### src/dbh_pkg.sv
// constants, modes, carriers and state types for the display bus host
// assumes one clock, mclk, at 40 MHz and a synchronous active-high reset
package dbh_pkg;
  // =====================================================================
  // timing
  localparam int CLK_PERIOD_NS = 25;
  localparam int RESET_LOW_MIN_US = 10;
  localparam int RESET_LOW_MAX_US = 50;
  localparam int RESET_LOW_US = 20;
  localparam int RESET_LOW_CYC = (RESET_LOW_US * 1000 + CLK_PERIOD_NS - 1) / CLK_PERIOD_NS;
  localparam int RESET_LOW_MIN_CYC = (RESET_LOW_MIN_US * 1000 + CLK_PERIOD_NS - 1) / CLK_PERIOD_NS;
  localparam int RESET_LOW_MAX_CYC = (RESET_LOW_MAX_US * 1000) / CLK_PERIOD_NS;
  localparam int RESET_CANCEL_MS = 5;
  localparam int RESET_CANCEL_CYC = (RESET_CANCEL_MS * 1000000 + CLK_PERIOD_NS - 1) / CLK_PERIOD_NS;
  localparam int STROBE_LO_NS = 20;
  localparam int STROBE_HI_NS = 30;
  localparam int STROBE_LO_CYC = (STROBE_LO_NS + CLK_PERIOD_NS - 1) / CLK_PERIOD_NS;
  localparam int STROBE_HI_CYC = (STROBE_HI_NS + CLK_PERIOD_NS - 1) / CLK_PERIOD_NS;
  localparam int CNT_W = 18;

  // =====================================================================
  // modes and carriers
  typedef enum logic [2:0] {
    FMT_8 = 3'h0, FMT_12 = 3'h1, FMT_16 = 3'h2, FMT_18 = 3'h3, FMT_24 = 3'h4
  } dbh_fmt_e;
  typedef enum logic [1:0] {BUS_8 = 2'h0, BUS_9 = 2'h1, BUS_16 = 2'h2} dbh_bus_e;
  typedef logic [15:0] dbh_word_t;
  typedef struct packed {
    logic is_cmd;
    logic last;
    logic [7:0] r;
    logic [7:0] g;
    logic [7:0] b;
  } dbh_item_s;
  typedef struct packed {
    dbh_word_t [2:0] w;
    logic [1:0] cnt;
  } dbh_pack_s;

  // =====================================================================
  // controller state
  typedef enum logic [2:0] {
    ST_OFF = 3'h0, ST_RST_LOW = 3'h1, ST_RST_WAIT = 3'h2, ST_IDLE = 3'h3,
    ST_SETUP = 3'h4, ST_STB_LO = 3'h5, ST_STB_HI = 3'h6
  } dbh_state_e;
  typedef struct packed {
    dbh_state_e st;
    logic [CNT_W-1:0] cnt;
    logic [1:0] idx;
    logic half;
    logic [3:0] nib;
    logic rst_n;
    logic sel_n;
    logic dc;
    logic wr_n;
    logic rd_n;
    dbh_word_t d;
    logic oe;
    logic te_v;
    logic ready;
  } dbh_main_s;
  localparam dbh_main_s MAIN_RST = '{st: ST_OFF, cnt: '0, idx: 2'h0, half: 1'b0, nib: 4'h0,
    rst_n: 1'b0, sel_n: 1'b1, dc: 1'b1, wr_n: 1'b1, rd_n: 1'b1, d: 16'h0000, oe: 1'b0,
    te_v: 1'b0, ready: 1'b0};
endpackage : dbh_pkg

### src/dbh_buf2.sv
// two-entry buffer between the pixel source and the bus sequencer
// assumes one clock and a synchronous active-high reset
`timescale 1ns/100ps
module dbh_buf2 (
  input wire logic mclk, // clock
  input wire logic srst, // synchronous reset
  input wire logic in_valid, // source offers an item
  output logic in_ready, // buffer has room
  input dbh_pkg::dbh_item_s in_item, // item from source
  output logic out_valid, // head item present
  input wire logic out_ready, // consumer takes head
  output dbh_pkg::dbh_item_s out_item // head item
);
  typedef struct packed {
    dbh_pkg::dbh_item_s [1:0] mem;
    logic wp;
    logic rp;
    logic [1:0] cnt;
  } dbh_buf_s;
  dbh_buf_s q, d;
  logic push, pop;

  // handshakes and head view
  assign in_ready = (q.cnt != 2'h2);
  assign out_valid = (q.cnt != 2'h0);
  assign out_item = q.mem[q.rp];
  assign push = in_valid && in_ready;
  assign pop = out_valid && out_ready;

  // pointer and occupancy update
  always_comb begin
    d = q;
    if (push) begin
      d.mem[q.wp] = in_item;
      d.wp = ~q.wp;
    end
    if (pop) begin
      d.rp = ~q.rp;
    end
    d.cnt = q.cnt + {1'b0, push} - {1'b0, pop};
  end

  // state register
  always_ff @(posedge mclk) begin
    if (srst) begin
      q <= '0;
    end else begin
      q <= d;
    end
  end
endmodule : dbh_buf2

### src/dbh_host.sv
// host controller for a display module on the strobed parallel bus:
// power and reset sequencing, tearing-sync gating and pixel writes
// assumes the pin inputs are synchronous to mclk and power_en follows supply
`timescale 1ns/100ps
module dbh_host #(
  parameter int RESET_CANCEL_CYC = dbh_pkg::RESET_CANCEL_CYC // wait after reset release
) (
  input wire logic mclk, // 40 MHz clock
  input wire logic srst, // synchronous reset, active high
  input wire logic power_en, // display supply is up
  input wire logic hw_reset_req, // pulse: reset the display
  input dbh_pkg::dbh_fmt_e fmt, // colour depth
  input dbh_pkg::dbh_bus_e bus, // bus width in use
  input wire logic pack_opt, // alternative 16-bit bus packing
  input wire logic in_valid, // pixel stream valid
  output logic in_ready, // pixel stream ready
  input dbh_pkg::dbh_item_s in_item, // pixel or command byte
  input wire logic tearing_sync, // sync from display
  output logic ext_reset_n, // display reset, active low
  output logic select_n, // chip select, active low
  output logic cmd_data_sel, // high for pixel data
  output logic write_strobe_n, // write strobe, active low
  output logic read_strobe_n, // read strobe, held high
  output dbh_pkg::dbh_word_t bus_d_o, // data pins out
  output logic bus_d_oe, // data pins driven
  output logic te_valid, // qualified tearing sync
  output logic disp_ready // display usable
);
  // =====================================================================
  // buffer and packer
  // the bus side supports the strobed parallel variant only; no serial
  // option is built, so serial packings never reach the pins
  dbh_pkg::dbh_main_s q, d;
  dbh_pkg::dbh_item_s head;
  dbh_pkg::dbh_pack_s pk;
  logic head_valid;
  logic pop;
  logic last_word;

  dbh_buf2 u_buf (
    .mclk(mclk),
    .srst(srst),
    .in_valid(in_valid),
    .in_ready(in_ready),
    .in_item(in_item),
    .out_valid(head_valid),
    .out_ready(pop),
    .out_item(head)
  );

  dbh_packer u_pack (
    .item(head),
    .fmt(fmt),
    .bus(bus),
    .opt(pack_opt),
    .half(q.half),
    .nib(q.nib),
    .pk(pk)
  );

  // the head word leaves the buffer after its last word's strobe high time
  assign last_word = ({1'b0, q.idx} + 3'h1) >= {1'b0, pk.cnt};
  assign pop = (q.st == dbh_pkg::ST_STB_HI) && (q.cnt == dbh_pkg::CNT_W'(dbh_pkg::STROBE_HI_CYC - 1))
    && last_word;

  // =====================================================================
  // sequencer
  always_comb begin
    d = q;
    d.rd_n = 1'b1;
    case (q.st)
      dbh_pkg::ST_OFF: begin
        if (power_en) begin
          d.st = dbh_pkg::ST_RST_LOW;
          d.cnt = '0;
        end
      end
      dbh_pkg::ST_RST_LOW: begin
        d.cnt = q.cnt + 1'b1;
        if (q.cnt == dbh_pkg::CNT_W'(dbh_pkg::RESET_LOW_CYC - 1)) begin
          d.rst_n = 1'b1;
          d.st = dbh_pkg::ST_RST_WAIT;
          d.cnt = '0;
        end
      end
      dbh_pkg::ST_RST_WAIT: begin
        d.cnt = q.cnt + 1'b1;
        if (q.cnt == dbh_pkg::CNT_W'(RESET_CANCEL_CYC - 1)) begin
          d.st = dbh_pkg::ST_IDLE;
          d.ready = 1'b1;
          d.cnt = '0;
        end
      end
      dbh_pkg::ST_IDLE: begin
        if (head_valid) begin
          d.st = dbh_pkg::ST_SETUP;
          d.sel_n = 1'b0;
          d.dc = ~head.is_cmd;
          d.d = pk.w[0];
          d.oe = 1'b1;
          d.idx = 2'h0;
        end
      end
      dbh_pkg::ST_SETUP: begin
        // select and data settle one cycle before the strobe falls
        d.st = dbh_pkg::ST_STB_LO;
        d.wr_n = 1'b0;
        d.cnt = '0;
      end
      dbh_pkg::ST_STB_LO: begin
        d.cnt = q.cnt + 1'b1;
        if (q.cnt == dbh_pkg::CNT_W'(dbh_pkg::STROBE_LO_CYC - 1)) begin
          d.st = dbh_pkg::ST_STB_HI;
          d.wr_n = 1'b1;
          d.cnt = '0;
        end
      end
      dbh_pkg::ST_STB_HI: begin
        d.cnt = q.cnt + 1'b1;
        if (q.cnt == dbh_pkg::CNT_W'(dbh_pkg::STROBE_HI_CYC - 1)) begin
          d.cnt = '0;
          if (!last_word) begin
            // next word is loaded only after the high time, so data holds past the rise
            d.idx = q.idx + 2'h1;
            d.d = pk.w[q.idx + 2'h1];
            d.st = dbh_pkg::ST_SETUP;
          end else begin
            d.st = dbh_pkg::ST_IDLE;
            d.sel_n = 1'b1;
            d.oe = 1'b0;
            // 12-bit pixels pair up on the 8-bit bus; a last pixel closes the pair
            if (fmt == dbh_pkg::FMT_12 && bus != dbh_pkg::BUS_16 && !head.is_cmd) begin
              d.half = head.last ? 1'b0 : ~q.half;
              d.nib = head.b[7:4];
            end
          end
        end
      end
      default: begin
        d = dbh_pkg::MAIN_RST;
      end
    endcase
    // a reset request restarts the reset pulse from any powered state
    if (hw_reset_req && q.st != dbh_pkg::ST_OFF) begin
      d.st = dbh_pkg::ST_RST_LOW;
      d.cnt = '0;
      d.rst_n = 1'b0;
      d.sel_n = 1'b1;
      d.wr_n = 1'b1;
      d.oe = 1'b0;
      d.ready = 1'b0;
      d.half = 1'b0;
    end
    // supply off: reset held low, bus parked idle
    if (!power_en) begin
      d.st = dbh_pkg::ST_OFF;
      d.cnt = '0;
      d.rst_n = 1'b0;
      d.sel_n = 1'b1;
      d.wr_n = 1'b1;
      d.oe = 1'b0;
      d.ready = 1'b0;
      d.half = 1'b0;
    end
    // sync only trusted while the display is up and out of reset
    d.te_v = tearing_sync && q.ready && power_en;
  end

  // state register
  always_ff @(posedge mclk) begin
    if (srst) begin
      q <= dbh_pkg::MAIN_RST;
    end else begin
      q <= d;
    end
  end

  // =====================================================================
  // outputs, all from the state register
  assign ext_reset_n = q.rst_n;
  assign select_n = q.sel_n;
  assign cmd_data_sel = q.dc;
  assign write_strobe_n = q.wr_n;
  assign read_strobe_n = q.rd_n;
  assign bus_d_o = q.d;
  assign bus_d_oe = q.oe;
  assign te_valid = q.te_v;
  assign disp_ready = q.ready;

  // =====================================================================
  // checks
  int low_run;
  int high_run;
  logic [7:0] px_r_q;

  // run lengths of the reset line, and the head pixel's red seen at the strobe
  always_ff @(posedge mclk) begin
    if (srst || q.st == dbh_pkg::ST_OFF) begin
      low_run <= 0;
    end else if (!ext_reset_n) begin
      low_run <= low_run + 1;
    end else begin
      low_run <= 0;
    end
    if (srst || !ext_reset_n) begin
      high_run <= 0;
    end else if (high_run < RESET_CANCEL_CYC) begin
      high_run <= high_run + 1;
    end
    px_r_q <= head.r;
  end

  a_reset_width: assert property (
    @(posedge mclk) disable iff (srst)
    $rose(ext_reset_n) |-> (low_run >= dbh_pkg::RESET_LOW_MIN_CYC) && (low_run <= dbh_pkg::RESET_LOW_MAX_CYC)
  ) else $error("reset pulse width out of range");

  a_ready_wait: assert property (
    @(posedge mclk) disable iff (srst)
    $rose(disp_ready) |-> ext_reset_n && (high_run >= RESET_CANCEL_CYC)
  ) else $error("display used before reset settled");

  a_power_park: assert property (
    @(posedge mclk) disable iff (srst)
    $past(!power_en) |-> !ext_reset_n && select_n && write_strobe_n && !bus_d_oe && !disp_ready
  ) else $error("bus not parked while power is off");

  a_reset_quiet: assert property (
    @(posedge mclk) disable iff (srst)
    !ext_reset_n |-> select_n && write_strobe_n && !bus_d_oe
  ) else $error("bus active while reset is low");

  a_read_idle: assert property (
    @(posedge mclk) disable iff (srst)
    !disp_ready |-> read_strobe_n && write_strobe_n ##1 read_strobe_n
  ) else $error("strobe not idle high");

  a_te_gate: assert property (
    @(posedge mclk) disable iff (srst)
    te_valid |-> $past(tearing_sync) && $past(disp_ready) && $past(power_en)
  ) else $error("sync passed while display not ready");

  a_strobe_frame: assert property (
    @(posedge mclk) disable iff (srst)
    $fell(write_strobe_n) |-> $past(!select_n) && bus_d_oe ##1 (write_strobe_n && (!select_n || !ext_reset_n)) [*2]
  ) else $error("strobe timing or select framing broken");

  a_data_hold: assert property (
    @(posedge mclk) disable iff (srst)
    $rose(write_strobe_n) && power_en |-> $stable(bus_d_o) ##1 $stable(bus_d_o)
  ) else $error("data changed around strobe rise");

  a_pack_332: assert property (
    @(posedge mclk) disable iff (srst)
    $fell(write_strobe_n) && fmt == dbh_pkg::FMT_8 && bus == dbh_pkg::BUS_8 && cmd_data_sel
      |-> bus_d_o[7:5] == px_r_q[7:5] && bus_d_o[15:8] == 8'h00
  ) else $error("8bpp red field misplaced");

  a_pack_565: assert property (
    @(posedge mclk) disable iff (srst)
    $fell(write_strobe_n) && fmt == dbh_pkg::FMT_16 && bus == dbh_pkg::BUS_16 && cmd_data_sel
      |-> bus_d_o[15:11] == px_r_q[7:3]
  ) else $error("16bpp red field misplaced");

  c_power_up: cover property (@(posedge mclk) disable iff (srst) $rose(disp_ready));
  c_rgb24_px: cover property (@(posedge mclk) disable iff (srst)
    pop && fmt == dbh_pkg::FMT_24 && bus == dbh_pkg::BUS_8);
  c_pair12: cover property (@(posedge mclk) disable iff (srst) pop && q.half && fmt == dbh_pkg::FMT_12);
  c_sync_seen: cover property (@(posedge mclk) disable iff (srst) $rose(te_valid));
endmodule : dbh_host

### src/dbh_packer.sv
// turns one pixel or command byte into the words that go onto the data pins
// assumes the caller holds the 12-bit pairing state for the 8-bit bus
`timescale 1ns/100ps
module dbh_packer (
  input dbh_pkg::dbh_item_s item, // pixel or command
  input dbh_pkg::dbh_fmt_e fmt, // colour depth
  input dbh_pkg::dbh_bus_e bus, // bus width
  input wire logic opt, // alternative packing on 16-bit bus
  input wire logic half, // second pixel of a 12-bit pair
  input wire logic [3:0] nib, // blue nibble kept from first pixel
  output dbh_pkg::dbh_pack_s pk // words and their count
);
  logic [7:0] r, g, b;
  assign r = item.r;
  assign g = item.g;
  assign b = item.b;

  // packing table
  always_comb begin
    pk = '0;
    pk.cnt = 2'h1;
    if (item.is_cmd) begin
      pk.w[0] = {8'h00, r};
    end else if (bus == dbh_pkg::BUS_16) begin
      case (fmt)
        dbh_pkg::FMT_8: pk.w[0] = {8'h00, r[7:5], g[7:5], b[7:6]};
        dbh_pkg::FMT_12: pk.w[0] = {4'h0, r[7:4], g[7:4], b[7:4]};
        dbh_pkg::FMT_16: pk.w[0] = {r[7:3], g[7:2], b[7:3]};
        dbh_pkg::FMT_18: begin
          pk.cnt = 2'h2;
          pk.w[0] = opt ? {r[7:2], g[7:2], b[7:4]} : {r[7:2], 2'b00, g[7:2], 2'b00};
          pk.w[1] = opt ? {b[3:2], 14'h0000} : {b[7:2], 2'b00, 8'h00};
        end
        default: begin
          pk.cnt = 2'h2;
          pk.w[0] = opt ? {8'h00, r} : {r, g};
          pk.w[1] = opt ? {g, b} : {b, 8'h00};
        end
      endcase
    end else if (bus == dbh_pkg::BUS_9 && fmt == dbh_pkg::FMT_18) begin
      pk.cnt = 2'h2;
      pk.w[0] = {7'h00, r[7:2], g[7:5]};
      pk.w[1] = {7'h00, g[4:2], b[7:2]};
    end else begin
      case (fmt)
        dbh_pkg::FMT_8: pk.w[0] = {8'h00, r[7:5], g[7:5], b[7:6]};
        dbh_pkg::FMT_12: begin
          pk.cnt = (half || item.last) ? 2'h2 : 2'h1;
          pk.w[0] = half ? {8'h00, nib, r[7:4]} : {8'h00, r[7:4], g[7:4]};
          pk.w[1] = half ? {8'h00, g[7:4], b[7:4]} : {8'h00, b[7:4], 4'h0};
        end
        dbh_pkg::FMT_16: begin
          pk.cnt = 2'h2;
          pk.w[0] = {8'h00, r[7:3], g[7:5]};
          pk.w[1] = {8'h00, g[4:2], b[7:3]};
        end
        dbh_pkg::FMT_18: begin
          pk.cnt = 2'h3;
          pk.w[0] = {8'h00, r[7:2], 2'b00};
          pk.w[1] = {8'h00, g[7:2], 2'b00};
          pk.w[2] = {8'h00, b[7:2], 2'b00};
        end
        default: begin
          pk.cnt = 2'h3;
          pk.w[0] = {8'h00, r};
          pk.w[1] = {8'h00, g};
          pk.w[2] = {8'h00, b};
        end
      endcase
    end
  end
endmodule : dbh_packer

### config.mk
export PLATFORM = sky130hd
export DESIGN_NAME = dbh_host
export DESIGN_NICKNAME = d
export VERILOG_FILES = /design/src/dbh_pkg.sv /design/src/dbh_buf2.sv /design/src/dbh_host.sv /design/src/dbh_packer.sv
export SDC_FILE = /design/constraint.sdc
export NUM_CORES = 1
export LEC_CHECK = 0
export BUFFER_PORTS_ARGS = -buffer_cell sky130_fd_sc_hd__buf_2
export CELL_PAD_IN_SITES_DETAIL_PLACEMENT = 1
export CELL_PAD_IN_SITES_GLOBAL_PLACEMENT = 2
export CORE_MARGIN = 4
export CORE_UTILIZATION = 36
export DETAILED_ROUTE_END_ITERATION = 7
export PLACE_DENSITY_LB_ADDON = 0.15
export SETUP_SLACK_MARGIN = 0.3
export SYNTH_ARGS = -nofsm -noshare
export SYNTH_HDL_FRONTEND = slang
export SYNTH_SLANG_ARGS = --single-unit
### constraint.sdc
create_clock -name mclk -period 4.2 [get_ports mclk]
set_input_delay 0.63 -clock mclk [delete_from_list [all_inputs] [get_ports mclk]]
set_output_delay 0.63 -clock mclk [all_outputs]
set_load 0.05 [all_outputs]
Word-level counts from Yosys, hierarchy flattened:

Cells that the tools add are included.

* add/subtract/negate cells: 5
* order comparisons: 5
* eq/ne operators: 29
* mux-type cells: 60
* bitwise gates (word level): 11
* reductions and logical operators: 36

Operator list (number)
* 16-bit 2-to-1 mux: 8
* 16-bit case mux with 4 select lines: 2
* 18-bit case mux with 5 select lines: 1
* 26-bit 2-to-1 mux: 3
* 34-bit 2-to-1 mux: 2
* 21-bit 2-to-1 mux: 3
* 52-bit bitwise mux: 1
* 17-bit case mux with 3 select lines: 1
* 17-bit 2-to-1 mux: 2
* 16-bit binary-select mux with 2-bit select: 1
* 32-bit 2-to-1 mux: 1
* 16-bit case mux with 2 select lines: 1
* 8-bit case mux with 4 select lines: 1
* 28-bit 2-to-1 mux: 1
* 26-bit demux with 1-bit select: 1
* 6-bit OR reduction: 4
* 3-bit case mux with 7 select lines: 1
* 19-bit 2-to-1 mux: 1
* 18-bit by 1-bit adder with 18-bit output (second input constant): 1
* 18-bit by 1-bit == test with 1-bit output (second input constant): 1
* 18-bit by 10-bit == test with 1-bit output (second input constant): 1
* 18-bit == test (second input constant): 1
* 18-bit zero test: 1
* 8-bit 2-to-1 mux: 2
* other kinds (41): 104

* bits in registers: 108
* input port bits: 38
* output and inout port bits: 25
* logic and storage cells: 174

Longest topological paths before layout:

Gate-level depths: netlist of run 1.

* word-level depth: 13
* mapped depth: 18
* depth with buffers taken out: 14

By module:

Synthesis of run 1 repeated with hierarchy kept, for this count alone.

* cell total of the unflattened synthesis: 966
* area, all modules: 8059.0 µm²

By module, submodules not included
* dbh_host: times used 1, cells each 379, area an instance 3170.5 µm², seq. area each 1021.0 µm²
* dbh_buf2: times used 1, cells each 304, area an instance 3064.2 µm², seq. area each 1121.1 µm²
* dbh_packer: times used 1, cells each 283, area an instance 1824.2 µm², seq. area each 0.0 µm²

Worst setup path after synthesis of run 1:

OpenSTA, ideal clock, no wires.

* path kind: input to register
* from: input port fmt[0]
* to: register u_buf.q[1] in the netlist's numbering
* library setup time: 0.128 ns
* arrival: 3.423 ns
* data required time: 4.072 ns
* setup slack: 0.649 ns
* stages: 15
* buffers on the path: 2
* cell sequence: buf_2 buf_2 clkinv_1 o311ai_0 o211ai_1 ha_1 nand2b_1 a31o_2 nor3b_4 ha_1 inv_1 ha_1 xor2_1 xnor2_1 nor2_1

* word-level cells in the longest chain between the ends: 9
* elaborated cells on any way between the ends: 15
* classes of those cells: 1 x add/sub; 1 x order compare; 3 x eq/ne; 5 x mux; 5 x reduce/logical

RTL lines
* start, declared: RTL line dbh_host.sv:12 `input dbh_pkg::dbh_fmt_e fmt,`
* 3-bit by 2-bit == test with 1-bit output, or another cell as far along: RTL line dbh_packer.sv:25, dbh_packer.sv:45
* 2-bit case mux with 3 select lines, or another cell as far along: RTL line dbh_packer.sv:45 `case (fmt)`
* 34-bit 2-to-1 mux / 2-bit 2-to-1 mux (equally long branches): RTL line dbh_packer.sv:40, dbh_packer.sv:25
* 34-bit 2-to-1 mux *: RTL line dbh_packer.sv:24 `end else if (bus == dbh_pkg::BUS_16) begin`
* 2-bit 2-to-1 mux *: RTL line dbh_packer.sv:22 `if (item.is_cmd) begin`
* 3-bit by 2-bit greater-or-equal comparator with 1-bit output *: RTL line dbh_host.sv:62 `assign last_word = ({1'b0, q.idx} + 3'h1) >= {1'b0, pk.cnt};`
* 1-bit logical AND *: RTL line dbh_host.sv:64 `&& last_word;`
* 1-bit logical AND *: RTL line dbh_buf2.sv:28 `assign pop = out_valid && out_ready;`
* net u_buf.pop: RTL line dbh_buf2.sv:21 `logic push, pop;`
* 2-bit by 1-bit subtractor with 2-bit output *: RTL line dbh_buf2.sv:40 `d.cnt = q.cnt + {1'b0, push} - {1'b0, pop};`
* end signal, assigned: RTL line dbh_buf2.sv:46 `q <= '0;`
* end signal, assigned: RTL line dbh_buf2.sv:48 `q <= d;`
* end, declared: RTL line dbh_buf2.sv:20 `dbh_buf_s q, d;`

The timed path passes the listed nets; every way through them passes the cells marked *.
A chain may end at the register's enable or synchronous reset.

Final worst setup path of run 1:

* from: register u_buf.q[2] in the netlist's numbering
* to: register u_buf.q[1] in the netlist's numbering

* word-level cells in the longest chain between the ends: 12

RTL lines
* 26-bit 2-to-1 mux (implied by the code) * (2 in a row): RTL line dbh_buf2.sv:26 `assign out_item = q.mem[q.rp];`
* 1-bit logical OR: RTL line dbh_packer.sv:48 `pk.cnt = (half || item.last) ? 2'h2 : 2'h1;`
* 2-bit 2-to-1 mux: RTL line dbh_packer.sv:48
* 2-bit case mux with 3 select lines: RTL line dbh_packer.sv:45
* 34-bit 2-to-1 mux: RTL line dbh_packer.sv:40 `end else if (bus == dbh_pkg::BUS_9 && fmt == dbh_pkg::FMT_18) begin`
* 34-bit 2-to-1 mux: RTL line dbh_packer.sv:24
* 2-bit 2-to-1 mux *: RTL line dbh_packer.sv:22
* 3-bit by 2-bit greater-or-equal comparator with 1-bit output *: RTL line dbh_host.sv:62
* 1-bit logical AND *: RTL line dbh_host.sv:64
* 1-bit logical AND *: RTL line dbh_buf2.sv:28
* net u_buf.pop: RTL line dbh_buf2.sv:21
* 2-bit by 1-bit subtractor with 2-bit output *: RTL line dbh_buf2.sv:40

The timed path passes the listed nets; every way through them passes the cells marked *. The select of a mux whose other input is x is not followed.

==> flow_metrics.py, run 1 <==
metrics = {
    "synth": {
        "syn-instance-count": 915,
        "ys_async_sr_fraction_pct": 0,
        "synth_edf_count": 0,
        "syn_avg_cell_area_um2": 7.72,
        "yosysUniqueCellTypes": 86,
        "ys_warn_count": 0,
        "yosysSeqAreaShare_pct": 30.3,
        "synth_area_um2": 7060,
        "synthFlopType": "dfxtp_1",
        "syn_nets": 961,
        "synth_seq_cells": 107,
    },
    "flow_run": {
        "max-cap-violations": 0,
    },
    "clock_tree": {
        "cts.sinks": 107,
        "cts.clk_slew.worst_paths_ns": 0.08,
        "postCtsSetupBuffers": 0,
        "cts_root_buf": "clkbuf_16",
        "clock_latency_ns": 0.36,
        "cts_tree": "built",
        "numCtsBuffers": 9,
        "clockBufferDepth": 2,
        "cts_resized": 0,
        "cts_max_level": 3,
        "cts_hold_buf": 0,
    },
    "drt": {
        "drtPass1Iterations": 5,
        "routed_wl_mm": 27.9,
        "ant_nets": 0,
        "drc": 0,
        "wl_per_cell_um": 23.3,
        "avgViaCountPerCell": 6.14,
        "drtIter0Drc": 705,
        "dr_total_vias": 7359,
    },
    "global_route": {
        "grtUsageTotal_pct": 25.2,
        "grt_pass1_wl_mm": 43.4,
        "grt_pass1_vias": 7261,
        "overflow": 0,
        "antenna_found_initial": 0,
        "grt_max_degree": 84,
    },
    "cells_and_area": {
        "nFillCells": 2381,
        "final_area_um2": 7760,
        "nNetsFinal": 978,
        "fin_util_pct": 40.8,
        "drive_gt1_share_pct": 16.4,
        "area_growth_pct": 9.93,
        "multi_input_comb_area_um2": 4430,
        "regArea_um2": 2140,
    },
    "pwr": {
        "power.total_mw": 2.38,
        "leakage_nw": 2.66,
        "ir_drop_v": 0.000168,
        "powerDensity_nw_per_um2": 307,
    },
    "worst_setup_path": {
        "path_common_cell": "ha_1",
        "crit_type": "reg2reg",
        "required_ns": 4.42,
        "arrival_ns": 3.79,
        "path_cells": "nor2b_1 > a211oi_1 > o311ai_0 > nand2_1 > fa_1 > a31o_2 > nor3b_4 > ha_1 > inv_1 > ha_1 > xor2_1 > xnor2_1 > nor2_1",
        "cp_slowest_cell": "o311ai_0",
        "crit_path_end_kind": "register",
        "cp_slowest_stage_delay_ns": 0.73,
        "worstSetupStartpointType": "register",
        "path_max_fanout": 4,
    },
    "timing": {
        "final_max_slew_viol_count": 0,
        "min_period_over_period_pct": 85.0,
        "rsz0062_at_grt": "no",
        "setup_tns_ns": 0,
        "setup_viol": 0,
        "clock_skew_ns": 0.0139,
        "max_slew_margin_pct": 29.0,
        "worst_slew_pin_slew_ns": 1.03,
        "fmax_mhz": 280,
        "finalHoldViolCount": 0,
        "final.min_clock_period_ns": 3.57,
        "worst_slack_ns": 0.629,
    },
    "die": {
        "die_w_um": 148,
        "initial_core_util_pct": 37.1,
        "io_pins": 63,
        "fp-row-count": 50,
        "die_h_um": 148,
        "core-area_um2": 19000,
        "die_area_um2": 21900,
    },
    "placed_design": {
        "pre_cts_slack_ns": 0.315,
        "portBuffers": 61,
        "place_area_um2": 7460,
        "dp_hpwl_mm": 20.2,
        "place_congestion": 0.935,
    },
    "run_status": {
        "run_status": "finished clean",
    },
    "min_path": {
        "min_path_type": "reg2reg",
    },
}
==> sequential cells by signal, summed over array words and instances (netlist names) <==
| name | flops |
|---|---|
| u_buf.q | 56 |
| cmd_data_sel | 1 |
| q | 28 |
| select_n | 1 |
| write_strobe_n | 1 |
| te_valid | 1 |
| ext_reset_n | 1 |
| disp_ready | 1 |
| bus_d_oe | 1 |
| bus_d_o | 16 |
==> per-stage QoR <==
step / hold slack, ns / cells
floorplan: 0.432 / 915
global placement: 0.441 / 1181
detailed placement: 0.448 / 1181
CTS: 0.460 / 1197
global route: 0.475 / 1197
finish: 0.458 / 1198
==> cell usage in the layout, fill, tap and decap left out, types with 5 or more instances in the layout <==
| master | instances |
|---|---|
| a211oi_1 | 7 |
| a21oi_1 | 90 |
| a22o_1 | 5 |
| a22oi_1 | 19 |
| a311oi_1 | 6 |
| a31o_2 | 5 |
| a31oi_1 | 24 |
| buf_2 | 61 |
| buf_4 | 27 |
| clkbuf_16 | 9 |
| dfxtp_1 | 106 |
| ha_1 | 7 |
| inv_1 | 14 |
| mux2_2 | 15 |
| mux2i_1 | 27 |
| mux4_2 | 8 |
| nand2_1 | 161 |
| nand2b_1 | 15 |
| nand3_1 | 22 |
| nand3b_1 | 6 |
| nand4_1 | 11 |
| nor2_1 | 73 |
| nor2b_1 | 9 |
| nor3_1 | 22 |
| nor4_1 | 7 |
| o211ai_1 | 10 |
| o21ai_0 | 37 |
| o221ai_1 | 7 |
| o22ai_1 | 18 |
| xnor2_1 | 6 |
==> synth_stat cells, types with 3 or more instances <==
master     number  area (µm²)
xnor2_1         6        52.6
a21o_1          3        22.5
o22ai_1        18         113
nand2b_1       15        93.8
clkbuf_1       38         143
a32oi_1         3        26.3
a22o_1          5        43.8
nor3_1         22         110
o21ai_0        37         185
nand4_1        11        68.8
o221ai_1        7        61.3
a211oi_1        7        52.6
nor4_1          7        43.8
or2_2           3        18.8
a221oi_1        4        35.0
buf_1           3        11.3
and3_1          4        25.0
a41oi_1         3        26.3
nand2_1       161         604
a22oi_1        19         143
o32ai_1         3        26.3
buf_6           4        45.0
buf_2          19        95.1
nor2b_1         9        56.3
a31oi_1        24         150
mux4_2          8         180
mux2_2         15         169
a31o_2          5        43.8
a2111oi_0       4        35.0
buf_4          18         135
inv_1          14        52.6
o21a_1          3        22.5
dfxtp_1       107        2140
ha_1            7        87.6
nand3b_1        6        45.0
a311oi_1        6        52.6
nand3_1        22         110
o211ai_1       10        75.1
nor2_1         73         274
mux2i_1        27         270
a211o_1         3        26.3
a21oi_1        90         450
o311ai_0        3        26.3
==> worst max-delay path: cells and delay by family, from the launching register on <==
kind	cells	cell delay (ns)
DFF	1	0.38
xor gates and xnor gates	2	0.38
buffers and inverters	1	0.06
adders and majority gates	3	0.98
and+or+nand+nor	4	0.61
AOI/OAI and AO/OA	3	1.02
==> report_power, final <==
group | total, mW | internal (mW) | switching [mW]
Sequential | 1.08 | 1.05 | 0.0292
Clock | 0.879 | 0.422 | 0.457
Combinational | 0.427 | 0.138 | 0.289
Total | 2.38 | 1.61 | 0.776
==> cells by family after synthesis <==
logic type      after synthesis  synth area share, %
xor+xnor                      7                0.869
simple gates                360                 24.3
buf+inv                      98                 6.93
flops                       107                 30.3
compound gates              283                 26.9
fa+ha+maj                     8                 1.52
other cells                   1               0.0531
mux                          51                 9.09
==> metal layers <==
metal	track usage, %	wire length [µm]	part of all wire, %	vias to the layer above
met3	4.81	1860	6.7	56
met2	39.1	12500	45	275
met5	0	0	0	-
met1	35.6	12800	46	3642
li1	-	-	-	3386
met4	7.58	666	2.4	0
==> worst paths after layout <==
path	startpoint	end	slack, ns	cells past startpoint
max	u_buf.q[2]	u_buf.q[1]	0.63	13
min	u_buf.q[46]	u_buf.q[46]	0.46	2
max reg2reg	u_buf.q[2]	u_buf.q[1]	0.63	13
min reg2reg	u_buf.q[46]	u_buf.q[46]	0.46	2
==> cell type report <==
type	instances	share of cell area (%)
Sequential cell	107	27.6
Antenna cell	1	0.0322
Clock buffer	9	2.90
Clock inverter	7	0.871
Tap cell	260	4.19
Timing Repair Buffer	88	6.55
Inverter	16	0.774
Multi-Input combinational cell	710	57.1
No activity file was read; power rests on OpenSTA's default activity.
==> inputs of run 2 (changes only) <==
Settings changed: CELL_PAD_IN_SITES_GLOBAL_PLACEMENT 2 to 1, CORE_UTILIZATION 36 to 45.
==> run 2 against run 1 <==
Global-route usage up 4.6 points. Critical path depth down 1. Clock-buffer cell count unchanged. Wire length down 4.1%. Non-clock buffer count down 2. Combinational power down 2%. Register-to-register slack better by 0.29 ns. Clock power down 3.5%. First-iteration DRC count down 14%. Hold slack about the same. Largest cell class unchanged. Highest routed layer is now met5.
==> flow_metrics.py, run 2 (same netlist as run 1, synthesis figures left out) <==
metrics = {
    "drt": {
        "drtIter0Drc": 604,
        "routed_wl_mm": 26.7,
        "ant_nets": 0,
        "dr_total_vias": 7377,
        "wl_per_cell_um": 23.3,
        "drc": 0,
        "drtPass1Iterations": 5,
        "avgViaCountPerCell": 6.43,
    },
    "cells_and_area": {
        "largest_reg_flops": 56,
        "drive_gt1_share_pct": 16.3,
        "final_cells": 1147,
        "nNetsFinal": 976,
        "top_register": "u_buf.q",
        "final_cell_mix": "nand2_1 (161), dfxtp_1 (106), a21oi_1 (90), nor2_1 (73), buf_2 (61)",
        "final_common_cell": "nand2_1",
        "area_growth_pct": 8.86,
    },
    "clock_tree": {
        "cts_hold_buf": 0,
        "clockBufferDepth": 2,
        "clock_latency_ns": 0.37,
        "cts.clk_slew.worst_paths_ns": 0.08,
        "cts_root_buf": "clkbuf_16",
        "cts_tree": "built",
        "cts.sinks": 107,
        "cts_resized": 0,
        "postCtsSetupBuffers": 0,
        "numCtsBuffers": 9,
        "cts_max_level": 3,
    },
    "global_route": {
        "grtUsageMet3_pct": 6.46,
        "gr-usage-met2_pct": 47.0,
        "use_met1_pct": 40.4,
        "grt_pass1_vias": 7413,
        "grt_max_degree": 84,
        "overflow": 0,
        "antenna_found_initial": 2,
        "grtUsageTotal_pct": 29.8,
        "grt_pass1_wl_mm": 42.3,
        "busiest_layer": "met2",
    },
    "die": {
        "die_area_um2": 17800,
        "core-area_um2": 15300,
        "die_h_um": 133,
        "die_w_um": 133,
        "fp-row-count": 45,
        "initial_core_util_pct": 46.3,
        "io_pins": 63,
    },
    "pwr": {
        "ir_drop_v": 0.000226,
        "powerDensity_nw_per_um2": 305,
        "power.total_mw": 2.34,
        "leakage_nw": 2.65,
    },
    "worst_setup_path": {
        "rr_worst_depth": 11,
        "path_cells": "buf_2 > nand2b_1 > o21ai_0 > o311ai_0 > o211ai_1 > ha_1 > nand2b_1 > a311oi_1 > a31oi_4 > nor2_2 > a22oi_1 > nor2_1",
        "required_ns": 4.49,
        "worst-r2r-setup-slack_ns": 0.92,
        "path_common_cell": "nand2b_1",
        "cp_slowest_stage_delay_ns": 0.57,
        "critPathBufInv": 1,
        "r2r-start": "u_buf.q[2]",
        "arrival_ns": 3.58,
        "path_max_fanout": 19,
        "cp_slowest_cell": "a311oi_1",
        "crit_type": "in2reg",
        "crit_path_end_kind": "register",
        "critical_path.top_delay_family": "compound AO/OA/AOI/OAI gates",
        "timing.rr.end": "bus_d_o[11]",
        "worstSetupStartpointType": "input pin",
    },
    "timing": {
        "min_period_over_period_pct": 78.2,
        "rsz0062_at_grt": "no",
        "final.min_clock_period_ns": 3.28,
        "finalHoldViolCount": 0,
        "setup_viol": 0,
        "max_slew_margin_pct": 30.0,
        "clock_skew_ns": 0.0153,
        "worst_slew_pin_slew_ns": 1.05,
        "final_max_slew_viol_count": 0,
        "setup_tns_ns": 0,
        "fmax_mhz": 305,
        "fin_hold_ws_ns": 0.458,
    },
    "placed_design": {
        "place_congestion": 0.982,
        "portBuffers": 61,
        "dp.cells": 1130,
        "dp_hpwl_mm": 19.5,
    },
    "min_path": {
        "hp-start": "u_buf.q[35]",
        "min_to": "u_buf.q[35]",
        "min_path_type": "reg2reg",
        "hold-path-cell-count": 2,
    },
    "run_status": {
        "run_status": "finished clean",
    },
    "flow_run": {
        "max-cap-violations": 0,
    },
}
-- run 2: changes by cell type in the layout (fill, tap and decap cells not counted), sizes merged --
| cell | previous run | this run |
|---|---|---|
| clkinvlp | 2 | 1 |
| inv | 18 | 17 |
| buf | 88 | 86 |
| clkinv | 3 | 5 |
-- run 2: cell type report --
type	count	area [µm²]
Multi-Input combinational cell	710	4430
Timing Repair Buffer	86	493
Clock inverter	7	68.8
Inverter	16	60.1
Clock buffer	9	225
Tap cell	211	264
Sequential cell	107	2140
Antenna cell	1	2.50
Fill cell	1937	7570
-- run 2: worst max path at each step --
stage / startpoint / depth (start not counted) / slack [ns] / end
detailed placement: bus[0] / 11 / 0.52 / bus_d_o[3]
CTS: bus[0] / 15 / 0.92 / u_buf.q[1]
finish: bus[0] / 12 / 0.92 / bus_d_o[11]
floorplan: fmt[0] / 15 / 0.65 / u_buf.q[1]
global placement: bus[0] / 15 / 0.70 / u_buf.q[1]
global route: u_buf.q[2] / 10 / 0.62 / bus_d_o[3]
-- run 2: stage by stage --
stage / setup WS [ns] / instance area (µm²) / utilization, %
finish: 0.916 / 7680 / 50.4
global route: 0.622 / 7680 / 50.4
CTS: 0.918 / 7680 / 50.3
detailed placement: 0.524 / 7390 / 48.4
global placement: 0.705 / 7390 / 48.4
floorplan: 0.649 / 7060 / -
-- run 2: metal layers --
layer | share of wire [%] | vias up
li1 | - | 3390
met2 | 46 | 287
met4 | 2.7 | 2
met5 | 0.071 | -
met3 | 7.5 | 51
met1 | 43 | 3647
-- run 2: power by group --
part / leakage [nW] / switching (mW) / total (mW) / internal [mW]
logic: 1.64 / 0.282 / 0.417 / 0.135
clock network: 0.143 / 0.430 / 0.848 / 0.418
registers: 0.869 / 0.0306 / 1.08 / 1.05
-- run 2: worst register-to-register path: stages, from the launching register on --
cell	delay, ns
dfxtp_2	0.43
nor2b_1	0.09
a211oi_1	0.45
o311ai_0	0.23
o211ai_1	0.13
ha_1	0.25
nand2b_1	0.16
a311oi_1	0.57
a31oi_4	0.33
nor2_2	0.33
a22oi_1	0.11
nor2_1	0.12
==> inputs of run 3 (changes only) <==
Settings changed: ABC_AREA from default to 1, CORE_UTILIZATION 45 to 38.
Clock period 4.2 ns to 3 ns, I/O delays scaled along.
==> run 3 against run 2 <==
Synthesized area rose by 2.0%. Critical path depth rose by 6. Via count rose by 8.9%. Worst setup slack got worse by 0.57 ns. Clock skew fell by 0.0044 ns. Sequential share of layout area fell by 1.7 points. Total power rose by 46%. Utilization fell by 6.4 points. Clock-buffer cell count did not move. Combinational power rose by 70%.
==> flow_metrics.py, run 3 <==
metrics = {
    "run_status": {
        "run_status": "finished clean",
    },
    "flow_run": {
        "max-cap-violations": 0,
    },
    "timing": {
        "final_max_slew_viol_count": 0,
        "min_period_over_period_pct": 88.6,
        "max_slew_margin_pct": 36.7,
        "fin_hold_ws_ns": 0.309,
        "final.min_clock_period_ns": 2.66,
        "finalHoldViolCount": 0,
        "fmax_mhz": 376,
        "worst_slack_ns": 0.343,
        "rsz0062_at_grt": "yes",
        "setup_viol": 0,
        "clock_skew_ns": 0.0108,
        "worst_slew_pin_slew_ns": 0.939,
        "setup_tns_ns": 0,
    },
    "drt": {
        "drc": 0,
        "wl_met3_mm": 1.21,
        "top_layer": "met4",
        "wl_per_cell_um": 18.5,
        "wl_met2_mm": 12.8,
        "drtPass1Iterations": 5,
        "routed_wl_mm": 27.4,
        "wl_met1_mm": 12.5,
        "drtIter0Drc": 560,
        "ant_nets": 0,
        "avgViaCountPerCell": 5.43,
        "dr_total_vias": 8035,
    },
    "pwr": {
        "powerDensity_nw_per_um2": 418,
        "ir_drop_v": 0.000298,
        "leakage_nw": 3.67,
    },
    "worst_setup_path": {
        "worstSetupStartpointType": "register",
        "path_max_fanout": 6,
        "crit_type": "reg2reg",
        "arrival_ns": 2.91,
        "required_ns": 3.25,
        "crit_path_end_kind": "register",
    },
    "synth": {
        "syn-instance-count": 1194,
        "synth_fa_ha_area_share_pct": 1.49,
        "syn_nets": 1240,
        "yosys-top-cells-count": "nand2_1 (327), nor2_1 (132), inv_1 (118)",
        "yosysSeqAreaShare_pct": 29.8,
        "syn_avg_cell_area_um2": 6.03,
        "synth.largest_area_cell": "dfxtp_1",
        "synth_compound_area_share_pct": 19.1,
        "ys_async_sr_fraction_pct": 0,
        "synth_top_cell_area_share_pct": 29.8,
        "netlist_top_cells_area": "dfxtp_1 (30%), nand2_1 (17%), a21oi_1 (7.4%)",
        "synth.area.mux_share_pct": 0,
        "post-synth-top-count-cell": "nand2_1",
        "synth_edf_count": 0,
        "synth_area_um2": 7200,
        "synth_xor_area_share_pct": 0.730,
        "synth_seq_cells": 107,
        "synth_top_family_by_area": "simple AND/OR/NAND/NOR gates",
        "synthFlopType": "dfxtp_1",
        "yosysUniqueCellTypes": 49,
        "yosys.area_share.simple_pct": 37.0,
        "ys_warn_count": 0,
    },
    "cells_and_area": {
        "largest_reg_flops": 56,
        "nNetsFinal": 1286,
        "final_cell_mix": "nand2_1 (321), nor2_1 (131), inv_1 (114), a21oi_1 (106), dfxtp_1 (106)",
        "final_area_um2": 8200,
        "final_common_cell": "nand2_1",
        "final_cells": 1479,
        "drive_gt1_share_pct": 14.6,
        "top_register": "u_buf.q",
        "n_antenna_cell": 0,
        "area_growth_pct": 13.9,
    },
    "clock_tree": {
        "cts_tree": "built",
        "cts_hold_buf": 0,
        "numCtsBuffers": 9,
        "clock_latency_ns": 0.36,
        "cts_root_buf": "clkbuf_16",
        "cts_max_level": 3,
        "cts.clk_slew.worst_paths_ns": 0.08,
        "clockBufferDepth": 2,
        "cts.sinks": 107,
    },
    "die": {
        "die_h_um": 146,
        "io_pins": 63,
        "fp-row-count": 50,
        "die_w_um": 146,
        "die_area_um2": 21200,
        "core-area_um2": 18600,
        "initial_core_util_pct": 38.6,
    },
    "min_path": {
        "min_path_type": "in2reg",
    },
    "global_route": {
        "grt_pass1_wl_mm": 43.6,
        "grtUsageTotal_pct": 25.6,
        "antenna_found_initial": 0,
        "grt_pass1_vias": 8110,
        "grt_max_degree": 55,
        "overflow": 0,
    },
    "placed_design": {
        "dp_hpwl_mm": 20.6,
        "portBuffers": 61,
        "place_congestion": 0.954,
        "dp.cells": 1456,
        "place_area_um2": 7790,
        "pre_cts_slack_ns": 0.0348,
    },
}
==> run 3: cell count changes after synthesis, moves of 20 or more <==
cell     previous run  this run
nand2_1           161       327
inv_1              14       118
nand3_1            22        89
nor2_1             73       132
o21ai_0            37        92
mux2i_1            27         0
a31oi_1            24         4
==> run 3: logic make-up (layout without fill, tap and decap cells) <==
kind of cell / count (synthesis) / in the layout
other cells: 1 / 1
xor+xnor: 6 / 6
fa+ha+maj: 8 / 8
compound gates: 257 / 257
simple gates: 616 / 617
buf+inv: 199 / 249
flops: 107 / 107
==> run 3: metal layers <==
metal | global-route usage [%] | vias to the layer above
li1 | - | 3957
met1 | 33.7 | 3839
met2 | 42.6 | 187
met3 | 4.05 | 52
met4 | 9.40 | 0
met5 | 0 | -
==> run 3: through the flow <==
stage	util (%)	power, mW
6_report	44.0	3.42
3_5_place_dp	41.8	2.23
3_3_place_gp	41.8	2.22
5_1_grt	44.0	3.60
4_1_cts	43.5	3.44
2_1_floorplan	-	1.98
==> run 3: area by class of cell <==
cell class / instances / area, µm²
clock buffer: 9 / 225
clock inverter: 7 / 70.1
fill: 2590 / 10400
inverter: 130 / 503
multi-input combinational: 889 / 4330
sequential: 107 / 2150
tap: 234 / 293
timing repair buffer: 103 / 633
==> run 3: critical path, stage by stage (launching register included) <==
cell and delay (ns):
dfxtp_4 0.38, nand2_1 0.08, o21ai_1 0.10, inv_2 0.10, o2111ai_4 0.12, a21o_1 0.18
ha_1 0.26, inv_1 0.06, nand2_1 0.06, a31oi_2 0.15, inv_1 0.08, nand2_2 0.07
nor2_2 0.05, ha_1 0.30, inv_2 0.05, ha_4 0.17, xor2_4 0.18, o21ai_2 0.13
a21oi_2 0.04
==> run 3: final timing paths <==
check,from,end,slack [ns],cells after the start
worst max-delay path,u_buf.q[2],u_buf.q[1],0.34,18
worst min register to register,bus_d_oe,bus_d_oe,0.44,2
worst min-delay path,tearing_sync,te_valid,0.31,3
worst max register to register,u_buf.q[2],u_buf.q[1],0.34,18
==> run 3: timing repair <==
item                                    in CTS  in global routing
cloned                                       1                  0
setup buffers                                2                  4
pin swaps                                    1                  7
endpoints found under the setup margin      19                 18
resized for setup                            3                 14
==> run 3: report_power, final <==
group	internal, mW	switching, mW	leakage (nW)
Clock	0.589	0.612	0.147
Combinational	0.208	0.501	2.65
Sequential	1.48	0.0307	0.872
